### config.mk
export PLATFORM = sky130hd
export DESIGN_NAME = dma_channel_transfer_control
export DESIGN_NICKNAME = d
export VERILOG_FILES = /design/src/dma_ctl_pkg.sv /design/src/dma_channel_transfer_control.sv /design/src/pin_sync.sv /design/src/trig_select.sv
export SDC_FILE = /design/constraint.sdc
export NUM_CORES = 1
export LEC_CHECK = 0
export ABC_CLOCK_PERIOD_IN_PS = 5950
export BUFFER_PORTS_ARGS = -buffer_cell sky130_fd_sc_hd__buf_2
export CAP_MARGIN = 10
export CORE_UTILIZATION = 35
export DETAILED_ROUTE_END_ITERATION = 6
export PLACE_DENSITY = 0.63
export REMOVE_ABC_BUFFERS = 1
export SLEW_MARGIN = 0
export SYNTH_ARGS = -nofsm -noshare
export SYNTH_HDL_FRONTEND = slang
export SYNTH_SLANG_ARGS = --single-unit
### constraint.sdc
create_clock -name mclk_in -period 5.95 [get_ports mclk_in]
set_input_delay 0.8925 -clock mclk_in [delete_from_list [all_inputs] [get_ports mclk_in]]
set_output_delay 0.8925 -clock mclk_in [all_outputs]
set_load 0.02 [all_outputs]
### src/dma_ctl_pkg.sv
// What this block does
// - destination address B holds when direction 0; else steps up (sel 0) or down.
// - sub-channel A code 0001 starts on converter end; code 0000 selects nothing.
// - sub-channel B code 0010 starts on each falling edge of request pin.
// - sub-channel B code 0011 requests while the request pin samples low.
// - code 0110 starts on serial unit 1 transmit-complete request.
// - code 0111 starts on serial unit 1 receive-complete request.
// - codes 1011/1100 start on timer 3/4 compare requests; 1110, 1111 select nothing.
// - in normal mode a non-maskable interrupt clears the master enable.
package dma_ctl_pkg;
    localparam logic [7:0] ctrl_off = 8'h00;
    localparam logic [7:0] src_off = 8'h04;
    localparam logic [7:0] dest_off = 8'h08;
    localparam logic [7:0] count_off = 8'h0c;
    localparam logic [7:0] status_off = 8'h10;
    localparam logic [7:0] mask_off = 8'h14;
    localparam logic [7:0] trig_off = 8'h18;
    // ctrl fields
    localparam int en_a_bit = 0;
    localparam int en_b_bit = 1;
    localparam int master_bit = 2;
    localparam int end_ie_a_bit = 3;
    localparam int end_ie_b_bit = 4;
    localparam int susp_ie_a_bit = 5;
    localparam int susp_ie_b_bit = 6;
    localparam int dir_bit = 7;
    localparam int decr_bit = 8;
    localparam int block_mode_bit = 9;
    localparam int src_a_lsb = 12;
    localparam int src_b_lsb = 16;
    localparam int suspend_bit = 20;
    // status bits
    localparam int st_end_a = 0;
    localparam int st_end_b = 1;
    localparam int st_susp_a = 2;
    localparam int st_susp_b = 3;
    localparam logic [31:0] ctrl_reset = 32'h0000_0000;
    localparam logic [3:0] code_none = 4'h0;
    localparam logic [3:0] code_adc = 4'h1;
    localparam logic [3:0] code_pin_fall = 4'h2;
    localparam logic [3:0] code_pin_low = 4'h3;
    localparam logic [3:0] code_ser0_tx = 4'h4;
    localparam logic [3:0] code_ser0_rx = 4'h5;
    localparam logic [3:0] code_ser1_tx = 4'h6;
    localparam logic [3:0] code_ser1_rx = 4'h7;
    localparam logic [3:0] code_tmr0 = 4'h8;
    localparam logic [3:0] code_tmr5 = 4'hd;
    localparam logic [15:0] count_reset = 16'h0000;
    localparam int tmr_count = 6;
    localparam int sync_stages = 2;
    typedef enum logic [1:0] {
        idle_st,
        xfer_st
    } xfer_state_t;
endpackage

### src/dma_channel_transfer_control.sv
`timescale 1ns/100ps
`default_nettype none
module dma_channel_transfer_control (
    input wire logic mclk_in,
    input wire logic reset_in,
    input wire logic ce_in,
    input wire logic hsel_in,
    input wire logic [7:0] haddr_in,
    input wire logic [1:0] htrans_in,
    input wire logic hwrite_in,
    input wire logic [2:0] hsize_in,
    input wire logic [31:0] hwdata_in,
    input wire logic hready_in,
    output logic [31:0] hrdata_out,
    output logic hreadyout_out,
    output logic hresp_out,
    input wire logic normal_mode_in,
    input wire logic nmi_in,
    input wire logic adc_end_in,
    input wire logic [1:0] serial_comm_unit_tx_in,
    input wire logic [1:0] serial_comm_unit_rx_in,
    input wire logic [5:0] pulse_timer_unit_in,
    input wire logic external_transfer_request_pin_in,
    input wire logic xfer_done_in,
    output logic xfer_req_a_out,
    output logic xfer_req_b_out,
    output logic [31:0] dest_address_b_out,
    output logic end_irq_a_out,
    output logic end_irq_b_out,
    output logic susp_irq_a_out,
    output logic susp_irq_b_out,
    output logic irq_out
);
    typedef struct packed {
        logic ph_valid;
        logic ph_write;
        logic [7:0] ph_addr;
        logic [31:0] rdata;
        logic [31:0] ctrl;
        logic [31:0] dest_address_reg_b;
        logic [15:0] count;
        logic [3:0] status;
        logic [3:0] mask;
        logic pin_prev;
        logic nmi_prev;
        logic req_a;
        logic req_b;
        logic end_a;
        logic end_b;
        logic susp_a;
        logic susp_b;
        logic irq;
    } state_t;

    state_t state_reg;
    state_t state_next;
    logic pin_sync_w;
    logic trig_a;
    logic trig_b;
    logic pin_fall;
    logic pin_low;

    pin_sync u_pin_sync (
        .mclk_in(mclk_in),
        .reset_in(reset_in),
        .ce_in(ce_in),
        .async_in(external_transfer_request_pin_in),
        .sync_out(pin_sync_w)
    );

    assign pin_fall = state_reg.pin_prev & ~pin_sync_w;
    assign pin_low = ~pin_sync_w;

    trig_select u_sel_a (
        .code_in(state_reg.ctrl[dma_ctl_pkg::src_a_lsb +: 4]),
        .is_b_in(1'b0),
        .block_mode_in(state_reg.ctrl[dma_ctl_pkg::block_mode_bit]),
        .adc_in(adc_end_in),
        .pin_fall_in(pin_fall),
        .pin_low_in(pin_low),
        .ser_tx_in(serial_comm_unit_tx_in),
        .ser_rx_in(serial_comm_unit_rx_in),
        .tmr_in(pulse_timer_unit_in),
        .req_out(trig_a)
    );

    trig_select u_sel_b (
        .code_in(state_reg.ctrl[dma_ctl_pkg::src_b_lsb +: 4]),
        .is_b_in(1'b1),
        .block_mode_in(state_reg.ctrl[dma_ctl_pkg::block_mode_bit]),
        .adc_in(adc_end_in),
        .pin_fall_in(pin_fall),
        .pin_low_in(pin_low),
        .ser_tx_in(serial_comm_unit_tx_in),
        .ser_rx_in(serial_comm_unit_rx_in),
        .tmr_in(pulse_timer_unit_in),
        .req_out(trig_b)
    );

    function automatic logic [31:0] read_mux(input state_t s, input logic [7:0] a);
        logic [31:0] d;
        d = 32'h0000_0000;
        case (a)
            dma_ctl_pkg::ctrl_off: d = s.ctrl;
            dma_ctl_pkg::dest_off: d = s.dest_address_reg_b;
            dma_ctl_pkg::count_off: d = {16'h0000, s.count};
            dma_ctl_pkg::status_off: d = {28'h0000000, s.status};
            dma_ctl_pkg::mask_off: d = {28'h0000000, s.mask};
            dma_ctl_pkg::trig_off: d = {30'h0, s.req_b, s.req_a};
            default: d = 32'h0000_0000;
        endcase
        return d;
    endfunction

    logic ch_en_a;
    logic ch_en_b;
    logic master;
    logic nmi_rise;
    logic [3:0] events;
    logic [3:0] w1c;
    logic done_a;
    logic done_b;
    logic suspended;

    always_comb begin
        state_next = state_reg;
        master = state_reg.ctrl[dma_ctl_pkg::master_bit];
        ch_en_a = state_reg.ctrl[dma_ctl_pkg::en_a_bit] & master;
        ch_en_b = state_reg.ctrl[dma_ctl_pkg::en_b_bit] & master;
        suspended = state_reg.ctrl[dma_ctl_pkg::suspend_bit];
        nmi_rise = nmi_in & ~state_reg.nmi_prev;
        done_a = xfer_done_in & state_reg.req_a;
        done_b = xfer_done_in & state_reg.req_b;
        w1c = 4'h0;
        events = 4'h0;
        if (ce_in) begin
            state_next.pin_prev = pin_sync_w;
            state_next.nmi_prev = nmi_in;
            // bus address phase
            if (hready_in) begin
                state_next.ph_valid = hsel_in & htrans_in[1];
                state_next.ph_write = hwrite_in;
                state_next.ph_addr = haddr_in;
                if (hsel_in & htrans_in[1] & ~hwrite_in) begin
                    state_next.rdata = read_mux(state_reg, haddr_in);
                end
            end
            // request generation
            state_next.req_a = state_reg.req_a & ~done_a;
            state_next.req_b = state_reg.req_b & ~done_b;
            if (ch_en_a & trig_a & ~suspended) begin
                state_next.req_a = 1'b1;
            end
            if (ch_en_b & trig_b & ~suspended) begin
                state_next.req_b = 1'b1;
            end
            if (!ch_en_a) begin
                state_next.req_a = 1'b0;
            end
            if (!ch_en_b) begin
                state_next.req_b = 1'b0;
            end
            // destination address step
            if (done_b & state_reg.ctrl[dma_ctl_pkg::dir_bit]) begin
                if (state_reg.ctrl[dma_ctl_pkg::decr_bit]) begin
                    state_next.dest_address_reg_b = state_reg.dest_address_reg_b - 32'h0000_0001;
                end else begin
                    state_next.dest_address_reg_b = state_reg.dest_address_reg_b + 32'h0000_0001;
                end
            end
            if ((done_a | done_b) && state_reg.count != 16'h0000) begin
                state_next.count = state_reg.count - 16'h0001;
            end
            events[dma_ctl_pkg::st_end_a] = done_a && state_reg.count == 16'h0001;
            events[dma_ctl_pkg::st_end_b] = done_b && state_reg.count == 16'h0001;
            events[dma_ctl_pkg::st_susp_a] = suspended & trig_a & ch_en_a;
            events[dma_ctl_pkg::st_susp_b] = suspended & trig_b & ch_en_b;
            // register writes
            if (state_reg.ph_valid & state_reg.ph_write) begin
                case (state_reg.ph_addr)
                    dma_ctl_pkg::ctrl_off: state_next.ctrl = hwdata_in;
                    dma_ctl_pkg::dest_off: state_next.dest_address_reg_b = hwdata_in;
                    dma_ctl_pkg::count_off: state_next.count = hwdata_in[15:0];
                    dma_ctl_pkg::status_off: w1c = hwdata_in[3:0];
                    dma_ctl_pkg::mask_off: state_next.mask = hwdata_in[3:0];
                    default: w1c = 4'h0;
                endcase
            end
            if (normal_mode_in & nmi_rise) begin
                state_next.ctrl[dma_ctl_pkg::master_bit] = 1'b0;
            end
            state_next.status = (state_reg.status & ~w1c) | events;
            state_next.end_a = state_next.status[dma_ctl_pkg::st_end_a]
                & state_next.ctrl[dma_ctl_pkg::end_ie_a_bit];
            state_next.end_b = state_next.status[dma_ctl_pkg::st_end_b]
                & state_next.ctrl[dma_ctl_pkg::end_ie_b_bit];
            state_next.susp_a = state_next.status[dma_ctl_pkg::st_susp_a]
                & state_next.ctrl[dma_ctl_pkg::susp_ie_a_bit];
            state_next.susp_b = state_next.status[dma_ctl_pkg::st_susp_b]
                & state_next.ctrl[dma_ctl_pkg::susp_ie_b_bit];
            state_next.irq = |(state_next.status & state_next.mask);
        end
    end

    always_ff @(posedge mclk_in or posedge reset_in) begin
        if (reset_in) begin
            state_reg <= '0;
            state_reg.pin_prev <= 1'b1;
        end else begin
            state_reg <= state_next;
        end
    end

    assign hrdata_out = state_reg.rdata;
    assign hreadyout_out = 1'b1;
    assign hresp_out = 1'b0;
    assign xfer_req_a_out = state_reg.req_a;
    assign xfer_req_b_out = state_reg.req_b;
    assign dest_address_b_out = state_reg.dest_address_reg_b;
    assign end_irq_a_out = state_reg.end_a;
    assign end_irq_b_out = state_reg.end_b;
    assign susp_irq_a_out = state_reg.susp_a;
    assign susp_irq_b_out = state_reg.susp_b;
    assign irq_out = state_reg.irq;
endmodule
`default_nettype wire

### src/pin_sync.sv
`timescale 1ns/100ps
`default_nettype none
module pin_sync (
    input wire logic mclk_in,
    input wire logic reset_in,
    input wire logic ce_in,
    input wire logic async_in,
    output logic sync_out
);
    typedef struct packed {
        logic [dma_ctl_pkg::sync_stages-1:0] ff;
    } sync_state_t;
    sync_state_t state_reg;
    sync_state_t state_next;
    always_comb begin
        state_next = state_reg;
        if (ce_in) begin
            state_next.ff = {state_reg.ff[0], async_in};
        end
    end
    always_ff @(posedge mclk_in or posedge reset_in) begin
        if (reset_in) begin
            state_reg <= '{ff: {dma_ctl_pkg::sync_stages{1'b1}}};
        end else begin
            state_reg <= state_next;
        end
    end
    assign sync_out = state_reg.ff[dma_ctl_pkg::sync_stages-1];
endmodule
`default_nettype wire

### src/trig_select.sv
`timescale 1ns/100ps
`default_nettype none
module trig_select (
    input wire logic [3:0] code_in,
    input wire logic is_b_in,
    input wire logic block_mode_in,
    input wire logic adc_in,
    input wire logic pin_fall_in,
    input wire logic pin_low_in,
    input wire logic [1:0] ser_tx_in,
    input wire logic [1:0] ser_rx_in,
    input wire logic [5:0] tmr_in,
    output logic req_out
);
    logic [3:0] tidx;
    always_comb begin
        tidx = code_in - dma_ctl_pkg::code_tmr0;
        req_out = 1'b0;
        case (code_in)
            dma_ctl_pkg::code_adc: req_out = adc_in;
            dma_ctl_pkg::code_pin_fall: req_out = is_b_in & pin_fall_in;
            dma_ctl_pkg::code_pin_low: req_out = is_b_in & pin_low_in;
            dma_ctl_pkg::code_ser0_tx: req_out = ser_tx_in[0];
            dma_ctl_pkg::code_ser0_rx: req_out = ser_rx_in[0];
            dma_ctl_pkg::code_ser1_tx: req_out = ser_tx_in[1];
            dma_ctl_pkg::code_ser1_rx: req_out = ser_rx_in[1];
            default: begin
                if (code_in >= dma_ctl_pkg::code_tmr0 && code_in <= dma_ctl_pkg::code_tmr5) begin
                    req_out = tmr_in[tidx[2:0]];
                end
            end
        endcase
        if (block_mode_in) begin
            req_out = req_out;
        end
    end
endmodule
`default_nettype wire
==> results_dict.tcl <==
set metrics [dict create \
    run_status "finished, final reports clean" \
    core_mm2 0.0244 \
    endpoint_kind "register" \
    num_antenna_cells 0 \
    async_flop_share_pct 100 \
    largest_reg_flops 67 \
    mappedNetlistArea_mm2 0.00875 \
    area_growth_pct 12.4 \
    cts.path.max_buffers 2 \
    finish.utilization_pct 40.3 \
    cts_resized 0 \
    fmax_ghz 0.285 \
    cts_tree "done" \
    grt_pass1_wl_um 39700 \
    viasPerCell 5.52 \
    yosys_most_used_dff "dfrtp_1" \
    synth.avg_cell_area_um2 9.38 \
    hold_viol_final 0 \
    grt_max_degree 91 \
    grt_overflow 0 \
    timing.final.crit_share_pct 59.0 \
    die_width_um 160 \
    firstDrtPassIters 6 \
    clkSlewWorstSetupHoldPaths_ps 60 \
    cts.sinks 141 \
    worstMarginPinSlew_ps 962 \
    fin_tns_setup_ps 0 \
    drtIter0Drc 685 \
    slew_viol_final 0 \
    nets 1079 \
    final_cells 1317 \
    cp.required_ps 6300 \
    cp_max_fo 49 \
    synth_edf_count 0 \
    cp-start-kind "input pin" \
    holdWs_ps 471 \
    setup_viol 0 \
    synth-seq-area-share_pct 40.4 \
    die_h_um 160 \
    place_congestion 0.880 \
    r2r_cells 11 \
    root_buffer "clkbuf_16" \
    cp.arrival_ps 3860 \
    drc 0 \
    slew_headroom_pct 35.7 \
    num_rows 57 \
    synth_cell_types 71 \
    ctsHoldBuffers 0 \
    maxCapViolations 0 \
    ioPinCount 139 \
    rsz0062_at_grt "no" \
    grt_antenna_before_repair 0 \
    post_drt_wl_per_cell_um 18.8 \
    clock_latency_ps 440 \
    placed_cells 1285 \
    min_path_type "register to register" \
    cts_buffers 17 \
    synthCells 933 \
    grt_pass1_vias 7090 \
    ant_nets 0 \
    vias 7276 \
    p_leak_nw 4.63 \
    wirelength_um 24700 \
    vdd.ir_drop.worst_v 0.000177 \
    dieArea_mm2 0.0256 \
    cts_setup_buffers 0 \
    grt_usage_pct 19.9 \
    fin_worst_skew_ps 11.9 \
    drive_above_1_share_pct 25.3 \
    dpl.hpwl_um 17500 \
    whs_path_depth 2 \
    powerDensity_mw_per_mm2 239 \
    synth_seq_cells 141 \
    start_util_pct 35.9 \
    htreeDepth 4 \
    period_minus_slack_ps 3510 \
    portBuffers 132 \
    crit_type "input pin to register" \
    ys_warn_count 0 \
]
-- path summary, 6_finish.rpt --
check	start	to	slack (ps)
max	ce_in	hrdata_out[18]	2440
min	hrdata_out[16]	hrdata_out[16]	470
max reg2reg	state_reg[73]	dest_address_b_out[30]	2480
min reg2reg	hrdata_out[16]	hrdata_out[16]	470
max in group asynchronous	reset_in	dest_address_b_out[3]	4090
min in group asynchronous	reset_in	hrdata_out[15]	620
-- layout make-up --
cell class,instances,area [um^2]
inverter,19,76.3
timing repair buffer,144,751
sequential,141,3530
clock inverter,15,175
tap,324,405
multi-input combinational,657,4470
fill,2488,14600
clock buffer,17,425
-- report_power, final --
group          switching [mW]  total (mW)  leakage, nW  internal, mW
logic                   0.127       0.208         2.47        0.0811
registers              0.0415        1.04         1.88         0.998
clock network           0.475        1.11        0.286         0.632
total                   0.643        2.35         4.63          1.71
-- cell usage after synthesis (all sizes together), types with 4 or more instances --
| master | instances | area (um^2) |
|---|---|---|
| a31oi | 5 | 37.5 |
| xor2 | 13 | 114 |
| o22ai | 18 | 113 |
| and3 | 7 | 43.8 |
| buf | 70 | 518 |
| mux2i | 8 | 80.1 |
| dfrtp | 138 | 3450 |
| nor3 | 7 | 35.0 |
| a222oi | 14 | 140 |
| ha | 32 | 400 |
| nand3b | 6 | 45.0 |
| nor2 | 38 | 143 |
| nand3 | 14 | 75.1 |
| or3 | 7 | 48.8 |
| a22oi | 30 | 225 |
| a21o | 20 | 150 |
| a22o | 19 | 166 |
| inv | 19 | 71.3 |
| xnor2 | 15 | 131 |
| clkbuf | 46 | 173 |
| mux2 | 54 | 608 |
| a21oi | 64 | 324 |
| a211oi | 5 | 37.5 |
| nand4 | 6 | 37.5 |
| a221oi | 4 | 35.0 |
| nand2 | 118 | 443 |
| o21ai | 91 | 455 |
-- worst max-delay path, cell delays in order --
cell and delay, ps:
buf_2 80, buf_4 410, nand2_1 400, or3_1 440, buf_4 280, nand3b_1 690, buf_4 450, o21ai_0 190
-- through the flow --
step | cell area, um^2 | power [mW] | setup slack (ps)
6_report | 9830 | 2.35 | 2440
5_1_grt | 9830 | 2.44 | 2190
4_1_cts | 9830 | 2.38 | 2420
3_5_place_dp | 9230 | 1.26 | 1980
3_3_place_gp | 9230 | 1.26 | 2010
2_1_floorplan | 8060 | 1.17 | 1280
-- cell usage in the layout, fill, tap and decap left out, types with 18 or more instances in the layout --
cell type / count
o22ai_1: 18
dfrtp_1: 138
a22o_1: 19
a21o_1: 20
nand2_1: 118
ha_1: 32
buf_2: 132
mux2_2: 54
a22oi_1: 30
o21ai_0: 90
inv_1: 18
nor2_1: 37
a21oi_1: 63
-- logic make-up (layout without fill, tap and decap cells) --
group	after synthesis	count (layout)	share of synthesized area, %
mux	65	65	8.64
xor+xnor	28	28	2.80
compound gates	300	300	22.2
flops	141	141	40.4
other cells	2	2	0.0858
fa+ha+maj	33	33	4.81
simple gates	229	229	12.4
buf+inv	135	195	8.71
-- per-layer routing --
layer | GRT usage [%] | routed length [um]
met1 | 27.8 | 11400
met2 | 31.0 | 11400
met3 | 4.36 | 1590
met4 | 5.11 | 321
met5 | 0 | 0
(Power assumes the default switching activity.)
